**src/usb_ep_pkg.sv**
```systemverilog
// Contract
// Set packet-ready when OUT data sits in FIFO
// Firmware unloads FIFO, then writes zero to clear
// Iso OUT while ready still set: drop, flag overrun
// Stall request set answers OUT with STALL
// Firmware sets or clears stall on feature requests
// Oversize or protocol fault ends OUT with STALL
// Iso select makes endpoint run without handshakes; code still sends STALL on stall request, oversize or fault
// Iso CRC/stuff error sets ready and error together
// Firmware flush empties FIFO and clears ready
// IN max packet code: eight-byte steps to 64
// OUT max packet code limits received packet size
// Endpoint 0 size bit: 0 is 8, 1 is 16
// Byte count readable while packet-ready is set
// Endpoint 0 FIFO turns toward USB after IN setup
// Data endpoint byte port for reads and writes
// Reset-release bit zero holds USB module in reset
// Clock-gate bit 0 gates 48 MHz clock, resets 0
// Control/status bit layout, all bits reset zero
package usb_ep_pkg;
    // ==========================================================
    // Register byte offsets on the bus
    localparam logic [7:0] ADR_OUT_CSR = 8'h00;
    localparam logic [7:0] ADR_IN_MAX = 8'h04;
    localparam logic [7:0] ADR_OUT_MAX = 8'h08;
    localparam logic [7:0] ADR_EP0_MAX = 8'h0C;
    localparam logic [7:0] ADR_RX_COUNT = 8'h10;
    localparam logic [7:0] ADR_EP0_PORT = 8'h14;
    localparam logic [7:0] ADR_DATA_PORT = 8'h18;
    localparam logic [7:0] ADR_SYS_CTRL = 8'h1C;
    localparam logic [7:0] ADR_INT_STAT = 8'h20;
    localparam logic [7:0] ADR_INT_CLR = 8'h24;
    localparam logic [7:0] ADR_INT_EN = 8'h28;
    // ==========================================================
    // Endpoint control/status bit positions
    localparam int B_RDY = 0;
    localparam int B_OVR = 1;
    localparam int B_STALL_REQ = 2;
    localparam int B_ISO = 3;
    localparam int B_STALL_END = 4;
    localparam int B_RX_ERR = 5;
    localparam int B_FLUSH = 6;
    // System control bit positions
    localparam int B_CLK_GATE = 0;
    localparam int B_RST_REL = 1;
    // Interrupt status bit positions
    localparam int I_RDY = 0;
    localparam int I_OVR = 1;
    localparam int I_STALL = 2;
    localparam int I_ERR = 3;
    // ==========================================================
    // Reset values and codes
    localparam logic [7:0] RST_BYTE = 8'h00;
    localparam logic [3:0] RST_NIB = 4'h0;
    localparam logic [3:0] MAX_CODE = 4'h8;
    localparam logic [4:0] EP0_SMALL = 5'h08;
    localparam logic [4:0] EP0_LARGE = 5'h10;
    localparam logic [1:0] HS_ACK = 2'h1;
    localparam logic [1:0] HS_NAK = 2'h2;
    localparam logic [1:0] HS_STALL = 2'h3;
endpackage

```
**src/usb_ep_ctrl.sv**
```systemverilog
module usb_ep_ctrl
    import usb_ep_pkg::*;
#(
    parameter int DEPTH = 64
) (
    input wire logic mclk,
    input wire logic rst,
    // Wishbone classic slave
    input wire logic wb_cyc_i,
    input wire logic wb_stb_i,
    input wire logic wb_we_i,
    input wire logic [7:0] wb_adr_i,
    input wire logic [3:0] wb_sel_i,
    input wire logic [31:0] wb_dat_i,
    output logic [31:0] wb_dat_o,
    output logic wb_ack_o,
    output logic irq,
    // Receive side of the serial engine
    input wire logic out_token,
    input wire logic rx_valid,
    input wire logic [7:0] rx_byte,
    input wire logic rx_done,
    input wire logic rx_bad,
    input wire logic proto_err,
    input wire logic ep0_rx_valid,
    input wire logic ep0_setup,
    input wire logic ep0_data_in,
    // Handshake and transmit toward the engine
    output logic hs_valid,
    output logic [1:0] hs_code,
    output logic tx_valid,
    output logic tx_ep0,
    output logic [7:0] tx_byte,
    output logic ep0_dir_in,
    // Configuration toward the USB module
    output logic [6:0] in_max_bytes,
    output logic [6:0] out_max_bytes,
    output logic [4:0] ep0_max_bytes,
    output logic usb_clk_en,
    output logic usb_rst_n
);
    localparam int AW = $clog2(DEPTH);

    // ==========================================================
    // State
    typedef enum logic [1:0] {RX_IDLE, RX_DATA, RX_DROP} rx_t;

    typedef struct packed {
        logic ack;            // Bus answer
        logic [7:0] rdat;     // Read data latch
        logic [7:0] csr;      // Endpoint control/status
        logic [3:0] in_max;   // IN size code
        logic [3:0] out_max;  // OUT size code
        logic ep0_big;        // Endpoint 0 size select
        logic [1:0] sys;      // Clock gate, reset release
        logic [3:0] ist;      // Sticky events
        logic [3:0] ien;      // Event enables
        logic dir_in;         // Endpoint 0 direction
        logic [7:0] ep0_hold; // Last endpoint 0 byte
        rx_t st;              // Receive sequencer
        logic [AW-1:0] wptr;  // FIFO write pointer
        logic [AW-1:0] rptr;  // FIFO read pointer
        logic [7:0] cnt;      // Bytes of packet
        logic hs_v;
        logic [1:0] hs_c;
        logic tx_v;
        logic tx_e0;
        logic [7:0] tx_b;
    } state_t;

    state_t s_ff;
    state_t nxt_s;
    logic [7:0] mem [DEPTH];  // OUT FIFO storage
    logic mem_we;             // FIFO write strobe
    logic acc;                // New bus request
    logic wr;                 // Bus write at ack edge
    logic rd;                 // Bus read at ack edge
    logic [7:0] lim;          // OUT byte limit
    logic [3:0] ev;           // Events this cycle

    // Code to byte count; codes above 64 bytes clamp there
    function automatic logic [6:0] code_bytes(logic [3:0] c);
        logic [3:0] k;
        k = (c > MAX_CODE) ? MAX_CODE : c;
        return {k, 3'b000};
    endfunction

    // ==========================================================
    // Bus handshake
    // Ack is registered, so it drops the cycle after it rose
    assign acc = wb_cyc_i & wb_stb_i & ~s_ff.ack;
    // Writes and pops happen at the edge the master sees ack
    assign wr = s_ff.ack & wb_cyc_i & wb_stb_i & wb_we_i & wb_sel_i[0];
    assign rd = s_ff.ack & wb_cyc_i & wb_stb_i & ~wb_we_i;
    assign lim = {1'b0, code_bytes(s_ff.out_max)};

    // ==========================================================
    // Next state
    always_comb begin
        nxt_s = s_ff;
        ev = 4'h0;
        mem_we = 1'b0;
        nxt_s.ack = acc;
        nxt_s.hs_v = 1'b0;
        nxt_s.tx_v = 1'b0;

        // Read data is captured when the request arrives
        if (acc) begin
            case (wb_adr_i)
                ADR_OUT_CSR: nxt_s.rdat = s_ff.csr;
                ADR_IN_MAX: nxt_s.rdat = {4'h0, s_ff.in_max};
                ADR_OUT_MAX: nxt_s.rdat = {4'h0, s_ff.out_max};
                ADR_EP0_MAX: nxt_s.rdat = {7'h00, s_ff.ep0_big};
                // Count only means something while data waits
                ADR_RX_COUNT: begin
                    nxt_s.rdat = s_ff.csr[B_RDY] ? s_ff.cnt : RST_BYTE;
                end
                ADR_EP0_PORT: nxt_s.rdat = s_ff.ep0_hold;
                // Port reads zero while no packet is ready, not stale storage
                ADR_DATA_PORT: begin
                    nxt_s.rdat = s_ff.csr[B_RDY] ? mem[s_ff.rptr]
                        : RST_BYTE;
                end
                ADR_SYS_CTRL: nxt_s.rdat = {6'h00, s_ff.sys};
                ADR_INT_STAT: nxt_s.rdat = {4'h0, s_ff.ist};
                ADR_INT_EN: nxt_s.rdat = {4'h0, s_ff.ien};
                // Unmapped and write-only words read zero
                default: nxt_s.rdat = RST_BYTE;
            endcase
        end

        // Pop a received byte as firmware reads the port; a read
        // with no packet waiting leaves the pointer alone
        if (rd && wb_adr_i == ADR_DATA_PORT && s_ff.csr[B_RDY]) begin
            nxt_s.rptr = s_ff.rptr + 1'b1;
        end

        // Register writes; hardware events below win
        if (wr) begin
            case (wb_adr_i)
                ADR_OUT_CSR: begin
                    // Flag bits clear by writing zero; flush also clears ready
                    nxt_s.csr[B_RDY] = s_ff.csr[B_RDY] & wb_dat_i[B_RDY];
                    nxt_s.csr[B_OVR] = s_ff.csr[B_OVR] & wb_dat_i[B_OVR];
                    nxt_s.csr[B_STALL_END] = s_ff.csr[B_STALL_END]
                        & wb_dat_i[B_STALL_END];
                    nxt_s.csr[B_RX_ERR] = s_ff.csr[B_RX_ERR]
                        & wb_dat_i[B_RX_ERR];
                    // Same access may clear ready and raise stall
                    nxt_s.csr[B_STALL_REQ] = wb_dat_i[B_STALL_REQ];
                    nxt_s.csr[B_ISO] = wb_dat_i[B_ISO];
                    // Flush drops the packet and empties the FIFO
                    if (wb_dat_i[B_FLUSH]) begin
                        nxt_s.csr[B_RDY] = 1'b0;
                        nxt_s.wptr = '0;
                        nxt_s.rptr = '0;
                        nxt_s.cnt = RST_BYTE;
                    end
                end
                ADR_IN_MAX: nxt_s.in_max = wb_dat_i[3:0];
                ADR_OUT_MAX: nxt_s.out_max = wb_dat_i[3:0];
                ADR_EP0_MAX: nxt_s.ep0_big = wb_dat_i[0];
                // Outgoing bytes leave at once, no buffering here
                ADR_DATA_PORT: begin
                    nxt_s.tx_v = 1'b1;
                    nxt_s.tx_e0 = 1'b0;
                    nxt_s.tx_b = wb_dat_i[7:0];
                end
                // Endpoint 0 takes writes only while it faces IN
                ADR_EP0_PORT: begin
                    if (s_ff.dir_in) begin
                        nxt_s.tx_v = 1'b1;
                        nxt_s.tx_e0 = 1'b1;
                        nxt_s.tx_b = wb_dat_i[7:0];
                    end
                end
                ADR_SYS_CTRL: nxt_s.sys = wb_dat_i[1:0];
                ADR_INT_CLR: nxt_s.ist = s_ff.ist & ~wb_dat_i[3:0];
                ADR_INT_EN: nxt_s.ien = wb_dat_i[3:0];
                default: ;
            endcase
        end

        // Endpoint 0 direction follows the decoded setup
        if (ep0_setup) begin
            nxt_s.dir_in = 1'b0;
        end
        if (ep0_data_in) begin
            nxt_s.dir_in = 1'b1;
        end
        if (ep0_rx_valid && !s_ff.dir_in) begin
            nxt_s.ep0_hold = rx_byte;
        end

        // Receive sequencer for the OUT endpoint
        case (s_ff.st)
            RX_IDLE: begin
                if (out_token) begin
                    if (s_ff.csr[B_STALL_REQ]) begin
                        // Firmware stall: refuse and drain the data
                        nxt_s.hs_v = 1'b1;
                        nxt_s.hs_c = HS_STALL;
                        nxt_s.st = RX_DROP;
                    end else if (s_ff.csr[B_RDY]) begin
                        nxt_s.st = RX_DROP;
                        if (s_ff.csr[B_ISO]) begin
                            // Lost iso packet is only reported
                            nxt_s.csr[B_OVR] = 1'b1;
                            ev[I_OVR] = 1'b1;
                        end else begin
                            nxt_s.hs_v = 1'b1;
                            nxt_s.hs_c = HS_NAK;
                        end
                    end else begin
                        nxt_s.st = RX_DATA;
                        nxt_s.wptr = '0;
                        nxt_s.rptr = '0;
                        nxt_s.cnt = RST_BYTE;
                    end
                end
            end
            RX_DATA: begin
                if (proto_err) begin
                    nxt_s.hs_v = 1'b1;
                    nxt_s.hs_c = HS_STALL;
                    nxt_s.csr[B_STALL_END] = 1'b1;
                    ev[I_STALL] = 1'b1;
                    nxt_s.st = RX_DROP;
                end else if (rx_valid && s_ff.cnt == lim) begin
                    // One byte past the limit: oversize packet
                    nxt_s.hs_v = 1'b1;
                    nxt_s.hs_c = HS_STALL;
                    nxt_s.csr[B_STALL_END] = 1'b1;
                    ev[I_STALL] = 1'b1;
                    nxt_s.st = RX_DROP;
                end else if (rx_valid) begin
                    mem_we = 1'b1;
                    nxt_s.wptr = s_ff.wptr + 1'b1;
                    nxt_s.cnt = s_ff.cnt + 8'h01;
                end else if (rx_done) begin
                    nxt_s.st = RX_IDLE;
                    if (s_ff.csr[B_ISO]) begin
                        // Iso keeps damaged data, flags it
                        nxt_s.csr[B_RDY] = 1'b1;
                        ev[I_RDY] = 1'b1;
                        if (rx_bad) begin
                            nxt_s.csr[B_RX_ERR] = 1'b1;
                            ev[I_ERR] = 1'b1;
                        end
                    end else if (!rx_bad) begin
                        nxt_s.csr[B_RDY] = 1'b1;
                        ev[I_RDY] = 1'b1;
                        nxt_s.hs_v = 1'b1;
                        nxt_s.hs_c = HS_ACK;
                    end
                    // Damaged bulk data: silence lets host retry
                end
            end
            RX_DROP: begin
                if (rx_done || proto_err) begin
                    nxt_s.st = RX_IDLE;
                end
            end
            default: nxt_s.st = RX_IDLE;
        endcase

        // Sticky events; a set in the clear cycle survives
        nxt_s.ist = nxt_s.ist | ev;
    end

    // ==========================================================
    // State register
    always_ff @(posedge mclk or posedge rst) begin
        if (rst) begin
            s_ff <= '0;
        end else begin
            s_ff <= nxt_s;
        end
    end

    // FIFO storage has no reset; pointers guard its contents
    always_ff @(posedge mclk) begin
        if (mem_we) begin
            mem[s_ff.wptr] <= rx_byte;
        end
    end

    // ==========================================================
    // Outputs
    assign wb_ack_o = s_ff.ack;
    assign wb_dat_o = {24'h000000, s_ff.rdat};
    assign irq = |(s_ff.ist & s_ff.ien);
    assign hs_valid = s_ff.hs_v;
    assign hs_code = s_ff.hs_c;
    assign tx_valid = s_ff.tx_v;
    assign tx_ep0 = s_ff.tx_e0;
    assign tx_byte = s_ff.tx_b;
    assign ep0_dir_in = s_ff.dir_in;
    assign in_max_bytes = code_bytes(s_ff.in_max);
    assign out_max_bytes = code_bytes(s_ff.out_max);
    assign ep0_max_bytes = s_ff.ep0_big ? EP0_LARGE : EP0_SMALL;
    // Gate and reset stay off until firmware enables them
    assign usb_clk_en = s_ff.sys[B_CLK_GATE];
    assign usb_rst_n = s_ff.sys[B_RST_REL];
endmodule

```
**config.mk**
```make
export PLATFORM = sky130hd
export DESIGN_NAME = usb_ep_ctrl
export DESIGN_NICKNAME = d
export VERILOG_FILES = /design/src/usb_ep_pkg.sv /design/src/usb_ep_ctrl.sv
export SDC_FILE = /design/constraint.sdc
export NUM_CORES = 1
export LEC_CHECK = 0
export BUFFER_PORTS_ARGS = -buffer_cell sky130_fd_sc_hd__buf_2
export CORE_MARGIN = 1
export CORE_UTILIZATION = 40
export CTS_BUF_LIST = sky130_fd_sc_hd__clkbuf_8 sky130_fd_sc_hd__clkbuf_16
export CTS_CLUSTER_SIZE = 25
export DETAILED_ROUTE_END_ITERATION = 10
export PLACE_DENSITY = 0.67
export REMOVE_ABC_BUFFERS = 1
export SKIP_CTS_REPAIR_TIMING = 1
export SYNTH_ARGS = -nofsm -noshare
export SYNTH_HDL_FRONTEND = slang
export SYNTH_SLANG_ARGS = --single-unit
```
**constraint.sdc**
```tcl
create_clock -name mclk -period 7.6 [get_ports mclk]
set_input_delay 2.28 -clock mclk [delete_from_list [all_inputs] [get_ports mclk]]
set_output_delay 2.28 -clock mclk [all_outputs]
set_load 0.03 [all_outputs]
```
==> impl_metrics.env, run 1 <==
export IMPL_grt_max_degree=90
export IMPL_globalRouteTotalUtil_pct=17.3
export IMPL_synthFlopType="edfxtp_1"
export IMPL_whs_ns=0.502
export IMPL_final_layout_size_suffix_gt1_share_pct=23.5
export IMPL_die_h_um=249
export IMPL_worst_path_dominant_cell_family="simple AND/OR/NAND/NOR gates"
export IMPL_first_pass_iters=7
export IMPL_finalSetupViolations=0
export IMPL_final_period_utilization_pct=59.2
export IMPL_antennaDiodeCount=0
export IMPL_synth_seq_cells=590
export IMPL_cp_depth=5
export IMPL_power_density_nw_per_um2=241
export IMPL_crit_chain="buf_2 > nor3b_1 > o211a_1 > nand4b_1 > nor2_1"
export IMPL_netlist_instances=1333
export IMPL_comb_power_share_pct=3.4
export IMPL_clk_pin_slew_ns=0.06
export IMPL_worstSkewPairLatency_ns=0.62
export IMPL_globalplace_congestion=0.901
export IMPL_crit_end="mem[52][3]"
export IMPL_first_global_vias=12300
export IMPL_reg2reg_depth=6
export IMPL_drv_cap=0
export IMPL_avgSynthCellArea_um2=18.3
export IMPL_worstSetupPathType="input port to flip-flop"
export IMPL_port_buffers=73
export IMPL_hold_start="tx_byte[4]"
export IMPL_synth_edf_count=512
export IMPL_crit_arrival_ns=4.74
export IMPL_worst_setup_path_end_kind="flip-flop"
export IMPL_p_int_mw=5.12
export IMPL_p_clk_share_pct=41.6
export IMPL_via_per_inst=5.66
export IMPL_synthArstFlopShare_pct=13.2
export IMPL_slew_viol_final=0
export IMPL_yosys_warnings=0
export IMPL_die_area_um2=62100
export IMPL_worstHoldPathType="flip-flop to flip-flop"
export IMPL_grt_pass1_wl_um=80000
export IMPL_finClkSkew_ns=0.0178
export IMPL_final_antenna_net_count=0
export IMPL_core_um2=60400
export IMPL_hpwlAfterDp_um=32600
export IMPL_cts_tree="done"
export IMPL_irDropWorstVdd_mv=0.195
export IMPL_netSwitchingFraction_pct=21.3
export IMPL_crit_fanout=18
export IMPL_rows=90
export IMPL_finalSetupTns_ns=0
export IMPL_synth_cell_types=70
export IMPL_critPathLaunchType="input port"
export IMPL_cts_sinks=590
export IMPL_antenna_found_initial=1
export IMPL_start_util_pct=40.5
export IMPL_synth_area_um2=24400
export IMPL_routed_via_count=12500
export IMPL_startpoint="proto_err"
export IMPL_mostFrequentLayoutCell="edfxtp_1"
export IMPL_p_seq_share_pct=55.0
export IMPL_h_tree_depth=2
export IMPL_switching_power_mw=1.39
export IMPL_power_leakage_nw=8.92
export IMPL_overflow=0
export IMPL_cpMaxStageDelayCell="nor2_1"
export IMPL_finalWirelength_um=53700
export IMPL_worstMarginPinSlew_ns=1.23
export IMPL_r2r_slack_ns=3.83
export IMPL_hold_viol=0
export IMPL_period_needed_ns=4.50
export IMPL_rsz0062_at_grt="no"
export IMPL_ioPinCount=134
export IMPL_nNetsFinal=1454
export IMPL_area_growth_pct=10.4
export IMPL_cp_num_buf_inv=1
export IMPL_hold_depth=1
export IMPL_drtIter0Drc=1141
export IMPL_die_w_um=249
export IMPL_fmax_mhz=222
export IMPL_clock_tree_buffer_depth=3
export IMPL_root_buffer="clkbuf_16"
export IMPL_required_ns=7.84
export IMPL_rr_endpoint="wb_dat_o[1]"
export IMPL_final_cell_mix="512 x edfxtp_1, 114 x mux4_2, 97 x nor2_1"
export IMPL_n_fill_cell=5121
export IMPL_wl_per_cell_um=24.3
export IMPL_maxSlewHeadroom_pct=17.8
export IMPL_cts_made_buffers=57
export IMPL_slowest_delay_ns=0.80
export IMPL_reg2reg_from="s_ff[22]"
export IMPL_yosysSeqAreaShare_pct=70.9
export IMPL_route_detailed_drc=0
export IMPL_run_status="finished clean"
registers in the layout (all words and copies together), names as in the netlist:
signal      count
mem           512
s_ff           53
tx_byte         8
wb_dat_o        8
hs_code         2
ep0_dir_in      1
hs_valid        1
tx_ep0          1
tx_valid        1
usb_clk_en      1
usb_rst_n       1
wb_ack_o        1
synthesized netlist by cell type, drive strengths merged (2+ instances only):
master	count	area, µm²
buf	98	728
a221oi	8	70.1
o211ai	2	15.0
and3	7	43.8
a21o	2	15.0
ha	4	50.1
xnor2	5	43.8
a32o	5	50.1
nor2	97	364
a2bb2oi	3	26.3
nor4b	2	32.5
nor3	13	76.3
or4b	2	20.0
a221o	2	20.0
edfxtp	512	15400
and2	5	31.3
o21ai	27	135
a211o	4	35.0
inv	9	33.8
a21oi	6	33.8
a31oi	7	43.8
or3	5	36.3
o22ai	2	12.5
nand3b	5	37.5
clkbuf	29	109
or3b	3	26.3
nor3b	4	35.0
dfrtp	78	1950
o21bai	2	15.0
nand2	41	154
a22oi	31	233
mux2	37	417
mux4	133	3070
or2	4	25.0
nand3	25	125
a22o	11	96.3
nand4	10	62.6
xor2	6	52.6
nor2b	15	93.8
o221ai	4	35.0
mux2i	40	400
nand4b	3	26.3
nand2b	9	56.3
power groups by stage:
stage               clock, mW  sequential, mW  combinational (mW)
floorplan                   0            3.65               0.102
global placement            0            3.64               0.216
detailed placement          0            3.64               0.223
CTS                      2.76            3.58               0.224
global route             2.89            3.58               0.243
finish                   2.71            3.58               0.223
logic make-up (layout without fill, tap and decap cells):
kind of cell,after synthesis,after routing,synth area share [%]
xor+xnor,11,11,0.394
other cells,1,33,0.0153
compound gates,125,125,3.76
simple gates,255,255,5.27
mux,210,210,15.9
flops,590,590,70.9
buf+inv,137,201,3.58
fa+ha+maj,4,4,0.205
metal layers:
layer | up-vias | track usage [%] | share of wire, %
met3 | 84 | 3.79 | 8.2
met4 | 2 | 5.15 | 2.3
met2 | 565 | 26.5 | 46
li1 | 5399 | - | -
met5 | - | 1.00 | 0.15
met1 | 6469 | 24.8 | 43
layout make-up:
type	count	area [µm²]	area share, %
flip-flops and latches	590	17300	64.3
multi-input cells	638	6360	23.6
clock buffers	58	1450	5.38
well taps	782	978	3.63
inverters	10	38.8	0.144
clock inverters	45	325	1.21
repair buffers	88	490	1.82
worst min path at each step:
stage / endpoint / slack (ns)
floorplan: s_ff[51] / 0.47
global placement: tx_byte[0] / 0.49
detailed placement: hs_code[1] / 0.49
CTS: hs_code[1] / 0.50
global route: tx_byte[0] / 0.51
finish: tx_byte[4] / 0.50
through the flow:
| step | area (µm²) | total power [mW] | cells | util [%] | setup WS (ns) |
|---|---|---|---|---|---|
| after floorplan | 23700 | 3.75 | 1238 | - | 0.779 |
| after global placement | 25200 | 3.86 | 2108 | 41.8 | 2.59 |
| after detailed placement | 25200 | 3.87 | 2108 | 41.8 | 2.49 |
| after CTS | 27000 | 6.56 | 2211 | 44.7 | 3.16 |
| after global routing | 27000 | 6.71 | 2211 | 44.7 | 2.98 |
| final | 27000 | 6.51 | 2211 | 44.7 | 3.10 |
(Power assumes the default switching activity.)
==> run 2: changes to the inputs <==
Settings changed: ABC_AREA set to 1, PLACE_DENSITY 0.67 to 0.69.
Clock period 7.6 ns to 4 ns, I/O delays scaled along.
==> impl_metrics.env, run 2 <==
export IMPL_root_buffer="clkbuf_16"
export IMPL_finalSetupViolations=0
export IMPL_irDropWorstVdd_mv=0.260
export IMPL_yosysTopAreaCell="edfxtp_1"
export IMPL_worstHoldPathType="flip-flop to flip-flop"
export IMPL_p_seq_share_pct=52.8
export IMPL_core_um2=62200
export IMPL_synthArstFlopShare_pct=13.2
export IMPL_whs_ns=0.474
export IMPL_hold_end="tx_byte[6]"
export IMPL_rsz0062_at_grt="no"
export IMPL_placed_cell_area_um2=26400
export IMPL_crit_fanout=8
export IMPL_busiest_layer="met2"
export IMPL_dp_slack_ns=0.424
export IMPL_synth_cell_types=42
export IMPL_netSwitchingFraction_pct=21.6
export IMPL_synth_area_um2=25400
export IMPL_netlist_instances=2337
export IMPL_cts_sinks=590
export IMPL_route_detailed_drc=0
export IMPL_r2r_slack_ns=0.98
export IMPL_maxSlewHeadroom_pct=24.5
export IMPL_wl_per_cell_um=18.9
export IMPL_reg2reg_from="s_ff[34]"
export IMPL_grt_max_degree=151
export IMPL_port_buffers=73
export IMPL_post_route_worst_setup_slack_ns=0.980
export IMPL_routed_via_count=17200
export IMPL_synthFlopType="edfxtp_1"
export IMPL_first_pass_iters=6
export IMPL_overflow=0
export IMPL_switching_power_mw=2.76
export IMPL_cpMaxStageDelayCell="nand3_1"
export IMPL_die_h_um=254
export IMPL_worst_path_dominant_cell_family="simple AND/OR/NAND/NOR gates"
export IMPL_use_met1_pct=25.7
export IMPL_clock_tree_buffer_depth=3
export IMPL_drtIter0Drc=1883
export IMPL_ioPinCount=134
export IMPL_hold_start="tx_byte[6]"
export IMPL_cp_num_buf_inv=3
export IMPL_yosys_warnings=0
export IMPL_drv_cap=0
export IMPL_yosys_area_top_type_share_pct=60.6
export IMPL_reg2reg_depth=8
export IMPL_largest_reg_flops=512
export IMPL_synth_edf_count=512
export IMPL_avgSynthCellArea_um2=10.8
export IMPL_finalSetupTns_ns=0
export IMPL_globalRouteTotalUtil_pct=19.6
export IMPL_run_status="finished clean"
export IMPL_antenna_found_initial=1
export IMPL_synth_seq_cells=590
export IMPL_crit_chain="nor2_2 > inv_1 > nor2_1 > nand3_1 > inv_2 > nand3_1 > nor2_1 > buf_4"
export IMPL_die_area_um2=64400
export IMPL_p_int_mw=10.0
export IMPL_power_density_nw_per_um2=450
export IMPL_period_needed_ns=3.02
export IMPL_synth_most_common_cell="nand2_1"
export IMPL_final_util_pct=45.6
export IMPL_globalplace_congestion=0.933
export IMPL_final_layout_size_suffix_gt1_share_pct=10.7
export IMPL_startpoint="s_ff[34]"
export IMPL_synth_commonest_cells="855 x nand2_1, 512 x edfxtp_1, 307 x nand3_1"
export IMPL_grt_pass1_wl_um=96200
export IMPL_slowest_delay_ns=0.63
export IMPL_cts_tree="done"
export IMPL_hold_viol=0
export IMPL_final_cell_mix="855 x nand2_1, 512 x edfxtp_1, 307 x nand3_1"
export IMPL_power_leakage_nw=11.1
export IMPL_final_antenna_net_count=0
export IMPL_required_ns=4.32
export IMPL_rows=91
export IMPL_worstSetupPathType="flip-flop to flip-flop"
export IMPL_h_tree_depth=2
export IMPL_crit_arrival_ns=3.34
export IMPL_p_clk_share_pct=42.6
export IMPL_yosys_top_cells_area="edfxtp_1 61%, nand2_1 13%, dfrtp_1 7.7%"
export IMPL_mostFrequentLayoutCell="nand2_1"
export IMPL_comb_power_share_pct=4.6
export IMPL_reg_top3="mem (512), s_ff (53)"
export IMPL_final_period_utilization_pct=75.5
export IMPL_die_w_um=254
export IMPL_critPathLaunchType="flip-flop"
export IMPL_finClkSkew_ns=0.0205
export IMPL_stdcell_area_um2=28400
export IMPL_rr_endpoint="mem[13][3]"
export IMPL_via_per_inst=5.23
export IMPL_regMostFlops="mem"
export IMPL_hold_depth=2
export IMPL_first_global_vias=16900
export IMPL_hpwlAfterDp_um=38700
export IMPL_nNetsFinal=2477
export IMPL_slew_viol_final=0
export IMPL_worst_setup_path_end_kind="flip-flop"
export IMPL_worstSkewPairLatency_ns=0.62
export IMPL_start_util_pct=40.8
export IMPL_finalWirelength_um=62300
export IMPL_use_met3_pct=3.80
export IMPL_cts_made_buffers=57
export IMPL_grt_met2_usage_pct=32.1
export IMPL_fmax_mhz=331
export IMPL_worstMarginPinSlew_ns=1.13
export IMPL_area_growth_pct=11.8
export IMPL_clk_pin_slew_ns=0.06
export IMPL_yosysSeqAreaShare_pct=68.3
run 2: cells by family (layout without fill, tap and decap cells):
family	after synthesis	in the layout	share of synthesized area, %
AOI/OAI and AO/OA	164	164	3.93
xor gates and xnor gates	17	17	0.587
adders and majority gates	4	4	0.197
buffers and inverters	253	339	5.46
DFF	590	590	68.3
muxes	5	5	0.222
other	1	34	0.0148
and+or+nand+nor	1303	1303	21.2
run 2: through the flow:
| stage | std cells | power, mW |
|---|---|---|
| 2_1_floorplan | 2208 | 7.19 |
| 3_3_place_gp | 3186 | 7.43 |
| 3_5_place_dp | 3186 | 7.45 |
| 4_1_cts | 3292 | 12.8 |
| 5_1_grt | 3293 | 13.1 |
| 6_report | 3293 | 12.8 |
run 2: cell type report:
class | instances | area [µm²]
fillers | 5645 | 33800
flip-flops and latches | 590 | 17300
multi-input cells | 1526 | 6760
clock buffers | 61 | 1500
well taps | 837 | 1050
repair buffers | 141 | 956
clock inverters | 45 | 398
inverters | 92 | 353
diodes | 1 | 2.50
run 2: worst register-to-register path: stages, from the launching register on:
cell and delay, ns:
dfrtp_1 0.41, nor2_2 0.24, inv_1 0.08, nor2_1 0.18, nand3_1 0.39, inv_2 0.27, nand3_1 0.63, nor2_1 0.29
buf_4 0.22
run 2: layer usage:
| metal | part of all wire (%) | vias to the layer above |
|---|---|---|
| met5 | 0 | - |
| met4 | 3.5 | 0 |
| met3 | 8.1 | 133 |
| met2 | 48 | 698 |
| met1 | 41 | 8350 |
| li1 | - | 8025 |
run 2: worst max-delay path by stage:
stage	endpoint	slack [ns]	cells past startpoint
3_3_place_gp	mem[45][0]	0.45	7
6_report	mem[13][3]	0.98	8
3_5_place_dp	mem[2][4]	0.42	6
2_1_floorplan	wb_dat_o[6]	-3.53	13
4_1_cts	mem[2][5]	1.01	9
5_1_grt	mem[18][0]	0.76	9
run 2: power groups by stage:
stage                     clock [mW]  sequential (mW)  combinational, mW
after floorplan                    0             6.89              0.298
after global routing            5.73             6.74              0.638
after global placement             0             6.87              0.566
final                           5.44             6.74              0.584
after detailed placement           0             6.87              0.578
after CTS                       5.50             6.74              0.580
==> run 3: changes to the inputs <==
Settings changed: ABC_AREA 1 to 0, PLACE_DENSITY 0.69 to 0.67.
Clock period 4 ns to 3 ns, I/O delays scaled along.
==> impl_metrics.env, run 3 (synthesis results as in run 1) <==
export IMPL_die_area_um2=62100
export IMPL_hold_viol=0
export IMPL_switching_power_mw=3.54
export IMPL_first_pass_iters=6
export IMPL_regMostFlops="mem"
export IMPL_final_period_utilization_pct=90.1
export IMPL_r2r_slack_ns=0.30
export IMPL_n_fill_cell=5013
export IMPL_drtIter0Drc=1391
export IMPL_first_global_vias=13100
export IMPL_grt_max_degree=65
export IMPL_routed_via_count=13000
export IMPL_p_clk_share_pct=42.3
export IMPL_clk_pin_slew_ns=0.06
export IMPL_power_density_nw_per_um2=593
export IMPL_start_util_pct=40.5
export IMPL_finalSetupViolations=0
export IMPL_seqCellArea_um2=17300
export IMPL_maxSlewHeadroom_pct=41.1
export IMPL_place_inst=2246
export IMPL_finClkSkew_ns=0.0161
export IMPL_globalplace_congestion=0.937
export IMPL_cts_made_buffers=58
export IMPL_fmax_mhz=370
export IMPL_p_seq_share_pct=54.1
export IMPL_power_leakage_nw=9.73
export IMPL_multi_input_area_um2=6360
export IMPL_globalRouteTotalUtil_pct=17.8
export IMPL_reg2reg_from="s_ff[21]"
export IMPL_run_status="finished clean"
export IMPL_worstSetupPathType="flip-flop to flip-flop"
export IMPL_final_cells=2355
export IMPL_crit_fanout=17
export IMPL_antenna_found_initial=0
export IMPL_final_antenna_net_count=0
export IMPL_critPathLaunchType="flip-flop"
export IMPL_startpoint="s_ff[21]"
export IMPL_worstMarginPinSlew_ns=0.880
export IMPL_drv_cap=0
export IMPL_worstSkewPairLatency_ns=0.63
export IMPL_crit_arrival_ns=3.17
export IMPL_slew_viol_final=0
export IMPL_netSwitchingFraction_pct=21.1
export IMPL_finalWirelength_um=55300
export IMPL_h_tree_depth=2
export IMPL_cts_tree="done"
export IMPL_finalSetupTns_ns=0
export IMPL_hpwlAfterDp_um=36900
export IMPL_overflow=0
export IMPL_worstHoldPathType="input port to asynchronous set/reset pin"
export IMPL_mostFrequentLayoutCell="edfxtp_1"
export IMPL_rsz0062_at_grt="no"
export IMPL_p_int_mw=13.2
export IMPL_die_h_um=249
export IMPL_final_cell_mix="512 x edfxtp_1, 140 x buf_4, 114 x mux4_2"
export IMPL_comb_power_share_pct=3.6
export IMPL_route_detailed_drc=0
export IMPL_area_growth_pct=15.6
export IMPL_worst_setup_path_end_kind="flip-flop"
export IMPL_period_needed_ns=2.70
export IMPL_required_ns=3.47
export IMPL_reg_top3="mem (512), s_ff (53)"
export IMPL_root_buffer="clkbuf_16"
export IMPL_rr_endpoint="wb_dat_o[6]"
export IMPL_largest_reg_flops=512
export IMPL_total_power_mw=16.8
export IMPL_dp_slack_ns=-0.0170
export IMPL_port_buffers=73
export IMPL_die_w_um=249
export IMPL_final_util_pct=46.8
export IMPL_core_um2=60400
export IMPL_ioPinCount=134
export IMPL_wl_per_cell_um=23.5
export IMPL_antennaDiodeCount=0
export IMPL_nNetsFinal=1593
export IMPL_irDropWorstVdd_mv=0.413
export IMPL_final_layout_size_suffix_gt1_share_pct=30.3
export IMPL_rows=90
export IMPL_grt_pass1_wl_um=82900
export IMPL_cts_sinks=590
export IMPL_clock_tree_buffer_depth=3
export IMPL_via_per_inst=5.54
export IMPL_post_route_worst_setup_slack_ns=0.297
export IMPL_reg2reg_depth=6
==> run 3: how the worst max path moves through the flow <==
stage          cells past startpoint          end
3_5_place_dp                       8   mem[36][6]
6_report                           6  wb_dat_o[6]
5_1_grt                            9   mem[31][7]
3_3_place_gp                       8   mem[36][6]
4_1_cts                            6  wb_dat_o[4]
2_1_floorplan                      6  wb_dat_o[2]
==> run 3: cell type report <==
| cell class | instances | share of cell area, % |
|---|---|---|
| timing repair buffer | 226 | 5.93 |
| sequential | 590 | 61.3 |
| multi-input combinational | 638 | 22.5 |
| clock buffer | 62 | 5.37 |
| inverter | 10 | 0.137 |
| clock inverter | 47 | 1.25 |
| tap | 782 | 3.46 |
==> run 3: critical path, cell delays in order, from the launching register on <==
cell      delay (ns)
dfrtp_4         0.52
buf_12          0.21
buf_4           0.23
mux4_2          0.53
mux4_2          0.54
a22oi_1         0.32
o311ai_1        0.18
==> run 3: power by group through the flow <==
stage / clock network (mW) / registers, mW / logic, mW
after floorplan: 0 / 9.25 / 0.258
after global placement: 0 / 9.23 / 0.579
after detailed placement: 0 / 9.23 / 0.598
after CTS: 7.25 / 9.06 / 0.600
after global routing: 7.54 / 9.07 / 0.651
final: 7.10 / 9.07 / 0.600
==> run 3: metrics by stage <==
step	area [µm²]	hold slack [ns]
5_1_grt	28300	0.308
3_3_place_gp	26400	0.482
6_report	28300	0.278
3_5_place_dp	26400	0.490
2_1_floorplan	23700	0.466
4_1_cts	28300	0.267
==> run 3: layer usage <==
metal / wire (µm) / GRT usage [%] / vias up
li1: - / - / 5667
met5: 0 / 0 / -
met1: 23600 / 25.1 / 6695
met4: 1490 / 6.17 / 0
met2: 25600 / 27.4 / 591
met3: 4590 / 3.96 / 95
